`config.mk`:
```
export PLATFORM = sky130hd
export DESIGN_NAME = irq_tick_ctrl
export DESIGN_NICKNAME = d
export VERILOG_FILES = /design/src/shared/irq_tick_pkg.sv /design/src/rtl/tick_divider.sv /design/src/rtl/irq_tick_ctrl.sv
export VERILOG_INCLUDE_DIRS = /design/src /design/src/shared
export SDC_FILE = /design/constraint.sdc
export NUM_CORES = 1
export LEC_CHECK = 0
export ABC_CLOCK_PERIOD_IN_PS = 2400
export BUFFER_PORTS_ARGS = -buffer_cell sky130_fd_sc_hd__buf_2
export CORE_MARGIN = 2
export CORE_UTILIZATION = 49
export DETAILED_ROUTE_END_ITERATION = 10
export HOLD_SLACK_MARGIN = 0.15
export PLACE_DENSITY = 0.77
export SLEW_MARGIN = 15
export SYNTH_ARGS = -nofsm -noshare
export SYNTH_HDL_FRONTEND = slang
export SYNTH_SLANG_ARGS = --single-unit
export TNS_END_PERCENT = 10
```
`constraint.sdc`:
```
create_clock -name ref_clk_i -period 2.4 [get_ports ref_clk_i]
set_input_delay 0.36 -clock ref_clk_i [delete_from_list [all_inputs] [get_ports ref_clk_i]]
set_output_delay 0.36 -clock ref_clk_i [all_outputs]
set_load 0.02 [all_outputs]
```
`src/shared/irq_tick_map.svh`:
```
// constants of the interrupt request and periodic tick block
// Summary of operation
// RULE_01: a mode bit selects edge-only or edge-and-level detection of the external pin.
// RULE_02: the pin event flag sets when the pin moves from deasserted to asserted.
// RULE_03: in edge-and-level mode the flag stays set, uncleared, while the pin is asserted.
// RULE_04: each condition sets its own flag and is forwarded to the entry sequencer only when its local enable is 1.
// RULE_05: pending and unmasked, five register bytes stack in order, then the mask sets.
// RULE_06: after stacking, the top-priority pending vector is fetched and service starts there.
// RULE_07: the vector high byte is read at the first vector address and the low byte at the next.
// RULE_08: the tick control register has a read-only status flag and a write-only acknowledge bit.
// RULE_09: a three-bit period select picks one of seven tick intervals.
// RULE_10: a tick local enable masks the tick request when cleared; the code gates only the sequencer request with it, not irq_o.
// RULE_11: period select zero stops the tick clock so no ticks are produced.
// RULE_12: with background debug active in stop3 the internal tick clock is unavailable.
// RULE_13: the tick flag sets at each interval end; writing 1 to acknowledge clears it.
`ifndef IRQ_TICK_MAP_SVH
`define IRQ_TICK_MAP_SVH
`define REG_PIN_CTRL 4'h0
`define REG_TICK_CTRL 4'h1
`define REG_IRQ_STATUS 4'h2
`define REG_IRQ_MASK 4'h3
`define REG_CPU_CTRL 4'h4
`define REG_VECTOR 4'h5
`define REG_STACK 4'h6
`define PIN_MODE_BIT 0
`define PIN_ENABLE_BIT 1
`define PIN_FLAG_BIT 2
`define PIN_ACK_BIT 3
`define TICK_SEL_LSB 0
`define TICK_ENABLE_BIT 4
`define TICK_ACK_BIT 6
`define TICK_FLAG_BIT 7
`define CPU_MASK_BIT 0
`define CPU_DONE_BIT 1
`define VEC_PIN 16'hFFFA
`define VEC_TICK 16'hFFCC
`define TICK_BASE_US 8
`define TICK_BASE_CYC ((`TICK_BASE_US * 25) - 1)
`define STACK_DEPTH 5
`endif

```
`src/shared/irq_tick_pkg.sv`:
```
// types of the interrupt request and periodic tick block
package irq_tick_pkg;
  typedef enum logic [2:0] {
    cpu_run, cpu_stack, cpu_vec_hi, cpu_vec_lo, cpu_service
  } cpu_state_e;
  typedef struct packed {
    logic [3:0] addr;
    logic [7:0] wdata;
    logic wr;
    logic rd;
  } reg_req_s;
  typedef struct packed {
    logic tick;
    logic pin;
  } src_bits_s;
endpackage : irq_tick_pkg

```
`src/rtl/tick_divider.sv`:
```
// periodic tick divider with period select and stop
`timescale 1ns/1ps
`default_nettype none
`include "irq_tick_map.svh"
module tick_divider
  import irq_tick_pkg::*;
(
  input wire logic ref_clk_i,
  input wire logic sys_rst_i,
  input wire logic [2:0] period_sel_i,
  input wire logic clk_block_i,
  output logic tick_o
);
  logic [7:0] base_cnt;
  logic [15:0] div_cnt;
  logic base_tick;
  logic running;

  // one-of-seven limit as a power of two of base periods
  function automatic logic [15:0] period_limit(input logic [2:0] sel);
    period_limit = (16'h0001 << (2 * sel)) - 16'h0001;
  endfunction : period_limit

  // RULE_11: zero stops clock
  // RULE_12: debug stop3 gate
  assign running = (period_sel_i != 3'h0) && !clk_block_i;
  assign base_tick = running && (base_cnt == 8'(`TICK_BASE_CYC));

  // base prescaler, held cleared while stopped
  always_ff @(posedge ref_clk_i) begin
    if (sys_rst_i || !running || base_tick) begin
      base_cnt <= 8'h00;
    end else begin
      base_cnt <= base_cnt + 8'h01;
    end
  end

  // RULE_09: seven selectable periods
  always_ff @(posedge ref_clk_i) begin
    if (sys_rst_i || !running) begin
      div_cnt <= 16'h0000;
      tick_o <= 1'b0;
    end else if (base_tick) begin
      tick_o <= (div_cnt >= period_limit(period_sel_i));
      div_cnt <= (div_cnt >= period_limit(period_sel_i)) ? 16'h0000 : div_cnt + 16'h0001;
    end else begin
      tick_o <= 1'b0;
    end
  end
endmodule : tick_divider
`default_nettype wire

```
`src/rtl/irq_tick_ctrl.sv`:
```
// external pin detector, tick source, request gating and cpu entry sequencer
`timescale 1ns/1ps
`default_nettype none
`include "irq_tick_map.svh"
module irq_tick_ctrl
  import irq_tick_pkg::*;
(
  input wire logic ref_clk_i,
  input wire logic sys_rst_i,
  input wire logic ext_irq_n_i,
  input wire logic stop3_i,
  input wire logic debug_active_i,
  input wire logic insn_end_i,
  input wire logic [3:0] addr_i,
  input wire logic [7:0] wdata_i,
  input wire logic wr_i,
  input wire logic rd_i,
  output logic [7:0] rdata_o,
  input wire logic [15:0] pc_i,
  input wire logic [7:0] index_low_i,
  input wire logic [7:0] acc_i,
  input wire logic [7:0] ccr_i,
  output logic [7:0] stack_data_o,
  output logic stack_push_o,
  output logic [15:0] vec_addr_o,
  output logic vec_rd_o,
  input wire logic [7:0] vec_data_i,
  output logic [15:0] service_addr_o,
  output logic service_go_o,
  output logic irq_o
);
  reg_req_s req;
  logic [2:0] pin_sync;
  logic pin_level;
  logic pin_prev;
  logic pin_rise;
  logic pin_detect_level_mode;
  logic pin_enable;
  logic ext_pin_event_flag;
  logic [2:0] tick_period_select;
  logic tick_request_enable;
  logic tick_flag;
  logic tick_pulse;
  src_bits_s status;
  src_bits_s mask;
  src_bits_s pending;
  logic global_mask;
  cpu_state_e state;
  logic [2:0] stack_idx;
  logic [15:0] vec_base;
  logic [7:0] vec_hi;
  logic [7:0] stack_byte [`STACK_DEPTH];

  assign req = '{addr: addr_i, wdata: wdata_i, wr: wr_i, rd: rd_i};

  // -------------------------------------------------------------
  // external pin detector
  // -------------------------------------------------------------

  // pin comes from outside; act only when stages two and three agree
  always_ff @(posedge ref_clk_i) begin
    if (sys_rst_i) begin
      pin_sync <= 3'h0;
      pin_level <= 1'b0;
      pin_prev <= 1'b0;
    end else begin
      pin_sync <= {pin_sync[1:0], !ext_irq_n_i};
      if (pin_sync[1] == pin_sync[2]) begin
        pin_level <= pin_sync[2];
      end
      pin_prev <= pin_level;
    end
  end

  // RULE_02: deasserted to asserted
  assign pin_rise = pin_level && !pin_prev;

  // RULE_01: mode picks edge or level
  // RULE_03: level holds flag set
  always_ff @(posedge ref_clk_i) begin
    if (sys_rst_i) begin
      ext_pin_event_flag <= 1'b0;
    end else if (pin_rise || (pin_detect_level_mode && pin_level)) begin
      ext_pin_event_flag <= 1'b1;
    end else if (req.wr && req.addr == `REG_PIN_CTRL && req.wdata[`PIN_ACK_BIT]) begin
      ext_pin_event_flag <= 1'b0;
    end
  end

  // -------------------------------------------------------------
  // periodic tick source
  // -------------------------------------------------------------

  // RULE_12: stop3 with debug kills clock
  tick_divider tick_divider_inst (
    .ref_clk_i(ref_clk_i),
    .sys_rst_i(sys_rst_i),
    .period_sel_i(tick_period_select),
    .clk_block_i(stop3_i && debug_active_i),
    .tick_o(tick_pulse)
  );

  // RULE_13: set at interval end, ack clears
  always_ff @(posedge ref_clk_i) begin
    if (sys_rst_i) begin
      tick_flag <= 1'b0;
    end else if (tick_pulse) begin
      tick_flag <= 1'b1;
    end else if (req.wr && req.addr == `REG_TICK_CTRL && req.wdata[`TICK_ACK_BIT]) begin
      tick_flag <= 1'b0;
    end
  end

  // -------------------------------------------------------------
  // control registers
  // -------------------------------------------------------------

  // software controls; flags are not writable here
  always_ff @(posedge ref_clk_i) begin
    if (sys_rst_i) begin
      pin_detect_level_mode <= 1'b0;
      pin_enable <= 1'b0;
      tick_period_select <= 3'h0;
      tick_request_enable <= 1'b0;
      mask <= '0;
    end else if (req.wr) begin
      if (req.addr == `REG_PIN_CTRL) begin
        pin_detect_level_mode <= req.wdata[`PIN_MODE_BIT];
        pin_enable <= req.wdata[`PIN_ENABLE_BIT];
      end else if (req.addr == `REG_TICK_CTRL) begin
        tick_period_select <= req.wdata[`TICK_SEL_LSB +: 3];
        tick_request_enable <= req.wdata[`TICK_ENABLE_BIT];
      end else if (req.addr == `REG_IRQ_MASK) begin
        mask <= req.wdata[1:0];
      end
    end
  end

  // RULE_04: flag gated by local enable
  // RULE_10: tick enable masks request
  assign pending.pin = ext_pin_event_flag && pin_enable;
  assign pending.tick = tick_flag && tick_request_enable;

  // sticky status; the set wins over the clear by read
  always_ff @(posedge ref_clk_i) begin
    if (sys_rst_i) begin
      status <= '0;
    end else begin
      status.pin <= pin_rise || (status.pin && !(req.rd && req.addr == `REG_IRQ_STATUS));
      status.tick <= tick_pulse || (status.tick && !(req.rd && req.addr == `REG_IRQ_STATUS));
    end
  end

  assign irq_o = |(status & mask);

  // RULE_08: flag read only, ack write only
  always_ff @(posedge ref_clk_i) begin
    if (sys_rst_i) begin
      rdata_o <= 8'h00;
    end else if (!req.rd) begin
      rdata_o <= 8'h00;
    end else if (req.addr == `REG_PIN_CTRL) begin
      rdata_o <= {5'h00, ext_pin_event_flag, pin_enable, pin_detect_level_mode};
    end else if (req.addr == `REG_TICK_CTRL) begin
      rdata_o <= {tick_flag, 2'b00, tick_request_enable, 1'b0, tick_period_select};
    end else if (req.addr == `REG_IRQ_STATUS) begin
      rdata_o <= {6'h00, status};
    end else if (req.addr == `REG_IRQ_MASK) begin
      rdata_o <= {6'h00, mask};
    end else if (req.addr == `REG_CPU_CTRL) begin
      rdata_o <= {6'h00, state == cpu_service, global_mask};
    end else if (req.addr == `REG_VECTOR) begin
      rdata_o <= service_addr_o[7:0];
    end else begin
      rdata_o <= 8'h00;
    end
  end

  // -------------------------------------------------------------
  // cpu entry sequencer
  // -------------------------------------------------------------

  // RULE_05: stacking order
  assign stack_byte[0] = pc_i[7:0];
  assign stack_byte[1] = pc_i[15:8];
  assign stack_byte[2] = index_low_i;
  assign stack_byte[3] = acc_i;
  assign stack_byte[4] = ccr_i;

  // RULE_06: pin outranks tick
  assign vec_base = pending.pin ? `VEC_PIN : `VEC_TICK;

  // stack; vector fetch and mask set start with the fifth stacked byte, then hand over
  always_ff @(posedge ref_clk_i) begin
    if (sys_rst_i) begin
      state <= cpu_run;
      stack_idx <= 3'h0;
      global_mask <= 1'b1;
      stack_push_o <= 1'b0;
      stack_data_o <= 8'h00;
      vec_rd_o <= 1'b0;
      vec_addr_o <= 16'h0000;
      vec_hi <= 8'h00;
      service_addr_o <= 16'h0000;
      service_go_o <= 1'b0;
    end else begin
      stack_push_o <= 1'b0;
      vec_rd_o <= 1'b0;
      service_go_o <= 1'b0;
      if (req.wr && req.addr == `REG_CPU_CTRL) begin
        global_mask <= req.wdata[`CPU_MASK_BIT];
      end
      case (state)
        cpu_run: begin
          // RULE_05: wait for instruction end
          if ((pending.pin || pending.tick) && !global_mask && insn_end_i) begin
            state <= cpu_stack;
            stack_idx <= 3'h0;
          end
        end
        cpu_stack: begin
          stack_push_o <= 1'b1;
          stack_data_o <= stack_byte[stack_idx];
          if (stack_idx == 3'(`STACK_DEPTH - 1)) begin
            global_mask <= 1'b1;
            state <= cpu_vec_hi;
            vec_addr_o <= vec_base;
            vec_rd_o <= 1'b1;
          end else begin
            stack_idx <= stack_idx + 3'h1;
          end
        end
        cpu_vec_hi: begin
          // RULE_07: high byte first
          vec_hi <= vec_data_i;
          vec_addr_o <= vec_addr_o + 16'h0001;
          vec_rd_o <= 1'b1;
          state <= cpu_vec_lo;
        end
        cpu_vec_lo: begin
          // RULE_07: low byte next
          service_addr_o <= {vec_hi, vec_data_i};
          service_go_o <= 1'b1;
          state <= cpu_service;
        end
        cpu_service: begin
          if (req.wr && req.addr == `REG_CPU_CTRL && req.wdata[`CPU_DONE_BIT]) begin
            state <= cpu_run;
          end
        end
        default: begin
          state <= cpu_run;
        end
      endcase
    end
  end
endmodule : irq_tick_ctrl
`default_nettype wire

```
### Yosys cells after proc, flatten, opt, wreduce, memory -nomap -nowiden

Index checks and enable logic that the tools add are counted.

| word-level totals | value |
|---|---|
| bits in registers | 108 |

| operators by class | value |
|---|---|
| add/sub/neg operators | 5 |
| magnitude comparators | 2 |
| equal/unequal tests | 16 |
| shift-type cells | 1 |
| multiplexer cells | 31 |
| bitwise operators | 7 |
| reductions and logical operators | 48 |

Operators with widths:

| kind | count |
|---|---|
| $mux 8 | 7 |
| $add 16x1->16 const B | 2 |
| $mux 16 | 2 |
| $pmux 16 s2 | 1 |
| $bmux 8 s3 | 1 |
| $logic_and 1x1->1 | 18 |
| $mux 3 | 6 |
| $ge 16x16->1 | 1 |
| $shl 1x4->16 const A | 1 |
| $sub 16x1->16 const B | 1 |
| $pmux 3 s5 | 1 |
| $mux 1 | 10 |
| $reduce_and 3->1 | 3 |
| $add 8x1->8 const B | 1 |
| $eq 4x2->1 const B | 2 |
| $eq 4x3->1 const B | 2 |
| $eq 8x8->1 const B | 1 |
| $reduce_bool 2->1 | 4 |
| $reduce_or 8->1 | 1 |
| $eq 3x2->1 const B | 2 |
| $eq 3x3->1 const B | 2 |
| $logic_not 1->1 | 6 |
| $logic_or 1x1->1 | 6 |
| $mux 6 | 1 |
| other kinds (19) | 28 |

### Longest topological paths before layout

| depth | value |
|---|---|
| depth in word-level cells | 7 |
| gate-level depth with buffers | 10 |
| mapped depth without buffers | 7 |

### Modules after synthesis

From an unflattened synthesis, not the netlist that was laid out.

| unflattened totals | value |
|---|---|
| cells, all modules | 602 |
| area, all modules | 5300.1 um^2 |

Modules (own cells, without submodules):

| module | times used | cells an instance | area each (um^2) | sequential area each (um^2) |
|---|---|---|---|---|
| irq_tick_ctrl | 1 | 420 | 3744.8 | 1661.6 |
| tick_divider | 1 | 182 | 1555.2 | 500.5 |

### Worst setup path before layout

No wires, ideal clock.

| timing path | value |
|---|---|
| kind | register to register |
| start point | register tick_period_select[0] |
| end point | register tick_divider_inst.div_cnt[10] |
| arrival time | 2452 ps |
| data required time | 2338 ps |
| slack | -114 ps |
| stages on the path, launching flop included | 11 |
| path buffers | 3 |
| clock period less this slack | 2514 ps |
| cells stage by stage | dfxtp_1 > buf_4 > or3_1 > buf_4 > ha_1 > nand2b_4 > a2111oi_4 > and4b_4 > o31a_4 > buf_12 > nor2_2 |

| between the ends | value |
|---|---|
| cells in the longest elaborated chain, start to end | 4 |
| elaborated cells between the ends (all ways) | 9 |
| classes of those cells | add/sub: 1; order compare: 1; shift: 1; mux: 1; reduce/logical: 5 |

RTL lines:

| what | RTL line | RTL |
|---|---|---|
| from (decl) | irq_tick_ctrl.sv:40 | `logic [2:0] tick_period_select;` |
| from (signal assigned) | irq_tick_ctrl.sv:131 | `` tick_period_select <= req.wdata[`TICK_SEL_LSB +: 3]; `` |
| $shl 1x4->16 / $reduce_bool 3->1 (equally long branches) | tick_divider.sv:21, tick_divider.sv:26 |  |
| $sub 16x1->16 / $logic_and 1x1->1 (equally long branches) | tick_divider.sv:21, tick_divider.sv:26 |  |
| $ge 16x16->1 / $logic_not 1->1 (equally long branches) | tick_divider.sv:45, tick_divider.sv:40 |  |
| $mux 16 / $logic_or 1x1->1 (equally long branches) | tick_divider.sv:45, tick_divider.sv:40 |  |
| to (signal assigned) | tick_divider.sv:45 | `div_cnt <= (div_cnt >= period_limit(period_sel_i)) ? 16'h0000 : div_cnt + 16'h0001;` |
| to (decl) | tick_divider.sv:15 | `logic [15:0] div_cnt;` |

Several ways; a longest one is shown, not always the timed one.
A chain may end at the register's enable or synchronous reset.

### Final worst setup path

| timing path | value |
|---|---|
| start point | register tick_period_select[1] |
| end point | register tick_divider_inst.div_cnt[5] |

The elaborated chain is that of the path after synthesis.

==> results.md <==
- The flow ran to the end, and the final reports show no timing, DRC or antenna violations.
- The share of the clock period used by the worst path after layout is 95.83%.
- The die is 107.0 um tall.
- The number of pins with negative max-slew slack in the final report is 0.
- The net count reported at finish is 785.
- The count of warnings emitted by yosys is 0.
- Of the total power, the share spent switching nets is 24.77%.
- The root buffer cell chosen for the clock tree is clkbuf_8.
- Summed over all cells, the static leakage comes to 2.490 nW.
- The synthesized design devotes to its leading area cell type 41.57% of total area.
- The total net switching power is 0.7890 mW.
- The first TritonRoute pass finished after 5 iterations.
- The first global-routing pass estimated 19710 um of wire.
- The mapped cell area is 5201 sq um.
- Per report_power, the sequential group accounts for 56.5% of the total.
- The largest total area in the synthesized netlist belongs to dfxtp_1.
- Of the cells placed in the final design, the portion with a size suffix greater than 1 is 25.53%.
- In this run the worst path has a maximum fanout of 8.
- For the final database, setup skew stands at 0.01154 ns.
- The number of global-route vias before repair is 4357.
- Overall power consumption after layout is estimated at 3.186 mW.
- Counting every sink on the clock net gives 108.
- The initial antenna violation count came to 0.
- The area growth from synthesis to layout is 18.28%.
- The tightest hold path in the finished design has a slack of 0.2110 ns.
- The starting density of the core is 50.38%.
- The standard-cell row count is 37.
- The sum of net half-perimeters after detailed placement is 9077 um.
- Counting I/O delays and the setup requirement, the final critical path takes 2.300 ns.
- In this run the remaining antenna-violating nets after routing total 0.
- The die is 107.0 um wide.
- For this run, design rule violations remaining after detail routing come to 0.
- Headroom to the max-slew limit came out at 50.54%.
- In this run the power density over the cells is 517.8 nW/um^2.
- The slowest cell on the critical path is or3_4.
- The number of buffers inserted by port buffering is 117.
- After detailed routing, the number of vias per cell comes to 5.578.
- The aggregate routed wire length is 12170 um.
- The repair_antennas step left the layout with diodes totalling 0.
- The critical path arrival is 2.61 ns.
- The post-synthesis async set-or-reset flop share is 0%.
- Across every metal layer, demand over resource in global routing totals 21.07%.
- The TritonCTS clock tree is yes.
- The clock network fraction of design power is 38.3%.
- The maximum resistive drop on vdd is 0.2600 mV.
- Sorting the synthesized cells by how often they occur yields 108 x dfxtp_1, 74 x nand2_1, 66 x nor2_1, 48 x a21oi_1, 22 x nand3_1.
- Global routing finished with a remaining overflow of 0.
- After the first detailed-routing iteration, the DRC count stood at 284.
- The final hold violation count is 0.
- The largest net degree at the start of global routing is 69.
- The worst setup path is captured at a register.
- The number of library cell types mapped by synthesis is 62.
- CTS built an H-tree with a depth of 3.
- A synthesized cell averages 8.861 sq um.
- The floorplan step defined a core boundary enclosing 10320 sq um.
- The delay of the slowest critical-path stage is 0.41 ns.
- The longest clock path from root to sink contains 2 buffers.
- Of the total power, combinational logic draws 5.3%.
- The signal on the critical path passes through or3_4 > ha_4 > nand2b_4 > a2111oi_4 > and4b_4 > o31a_4 > nor2_1.
- Yosys mapped a number of flops with a built-in enable equal to 0.
- The number of placed I/O pins is 120.
- The critical path in this run is classified as register to register.
- Ranked by total cell area, the synthesized netlist is headed by dfxtp_1 42%, nand2_1 5.3%, ha_1 5.1%.
- The routability-driven placement congestion ratio is 0.8733.
- After synthesis, flip-flops and latches occupy 41.57% of the total area.
- For the pin with the worst max-slew slack, the measured transition is 0.7396 ns.
- The clock input transition at the sequential cells of the worst setup and hold paths is 0.11 ns.
- After detailed routing, the average wire length per cell comes to 14.54 um.
- The number of buffers added by the clock tree synthesis step is 9.
- The most numerous cell in the Yosys netlist is dfxtp_1.
- The vias after detailed routing is 4669.
- After synthesis the netlist holds a flip-flop and latch count of 108.
- The max-cap violation count is 0.
- For the worst-skew pair, the clock arrives at the later sink with an insertion delay of 0.38 ns.
- STA puts the critical path data required time at 2.71 ns.
- The floorplan step defined a die boundary enclosing 11460 sq um.
- The setup-violating endpoint count in the final report is 0.
- Counting every instance in the synthesized netlist gives 587.
- For this run, the leading register cell type out of synthesis is dfxtp_1.
- The timing-limited maximum frequency is 434.8 MHz.
- The class of the most critical hold timing path is primary input to register.
- The internal portion of the total power is 2.397 mW.
- The worst setup path is launched from a register.
[final cells by class]
| class | instances | area [sq um] |
|---|---|---|
| Clock buffer | 9 | 123.9 |
| Clock inverter | 7 | 102.6 |
| Fill cell | 898 | 4172 |
| Inverter | 12 | 45.04 |
| Multi-Input combinational cell | 437 | 2878 |
| Sequential cell | 108 | 2162 |
| Tap cell | 136 | 170.2 |
| Timing Repair Buffer | 128 | 670.6 |
[what timing repair did]
action	4_1_cts	5_1_grt
buffers inserted	0	0
setup endpoints to repair	0	12
hold buffers	1	0
gates resized for setup	0	2
endpoints found under the hold margin	1	0
[registers in the layout (all words and copies together) (netlist names), 2 cells and up]
name,flops
service_addr_o,16
tick_divider_inst.div_cnt,16
vec_addr_o,16
rdata_o,8
stack_data_o,8
tick_divider_inst.base_cnt,8
vec_hi,8
pin_sync,3
stack_idx,3
state,3
tick_period_select,3
mask,2
status,2
[stage by stage]
stage / area (sq um) / utilization [%] / TNS [ns] / setup WS (ns) / std cells
floorplan: 5225 / - / 0 / 0.05853 / 588
global placement: 5893 / 57.08 / 0 / 0.1697 / 819
detailed placement: 5893 / 57.08 / 0 / 0.08381 / 819
CTS: 6130 / 59.37 / 0 / 0.04849 / 836
global route: 6152 / 59.59 / -0.001442 / -0.001442 / 837
finish: 6152 / 59.59 / 0 / 0.1001 / 837
[metal layers]
metal	vias to the layer above	global-route usage (%)	wire length, um
li1	2309	-	-
met1	2232	25.03	5212
met2	107	37.43	6267
met3	21	3.587	481
met4	0	8.627	209
met5	-	0	0
[worst paths after layout]
| check | start | end | slack [ns] | cells past startpoint |
|---|---|---|---|---|
| worst max register to register | tick_period_select[1] | tick_divider_inst.div_cnt[5] | 0.10 | 7 |
| worst min register to register | pin_sync[0] | pin_sync[1] | 0.45 | 1 |
| worst max-delay path | tick_period_select[1] | tick_divider_inst.div_cnt[5] | 0.10 | 7 |
| worst min-delay path | wdata_i[4] | tick_request_enable | 0.21 | 3 |
[logic make-up (layout without fill, tap and decap cells)]
group	Yosys count	in the layout	synth area share, %
simple gates	255	255	24.87
compound gates	111	112	13.95
flops	108	108	41.57
buf+inv	44	156	3.849
xor+xnor	25	25	4.210
mux	22	22	6.423
fa+ha+maj	21	21	5.052
other cells	1	2	0.07210
[worst max-delay path: cells and delay by family (launching register included)]
kind	cells	cell delay [ns]
AO/OA/AOI/OAI	2	0.73
adder cells (fa/ha/maj)	1	0.22
AND/OR/NAND/NOR	4	0.95
flip-flops	1	0.33
[layout by cell type (no fill, tap or decap), types with 10 or more instances in the layout]
cell / count
nor2_2: 10
a21oi_1: 48
o21ai_0: 15
mux2i_1: 12
buf_4: 10
inv_1: 11
and3_1: 16
buf_2: 117
nor3_1: 15
nor2_1: 66
ha_1: 20
a211oi_1: 17
nand2_1: 74
xnor2_1: 19
a22oi_1: 10
nand3_1: 22
dfxtp_1: 108
[power by group through the flow]
stage | Clock [mW] | Sequential (mW) | Combinational [mW]
after floorplan | 0 | 1.84 | 0.0857
after global placement | 0 | 1.84 | 0.155
after detailed placement | 0 | 1.84 | 0.162
after CTS | 1.25 | 1.80 | 0.164
after global routing | 1.32 | 1.80 | 0.183
final | 1.22 | 1.80 | 0.167
No activity file was read; power rests on OpenSTA's default activity.
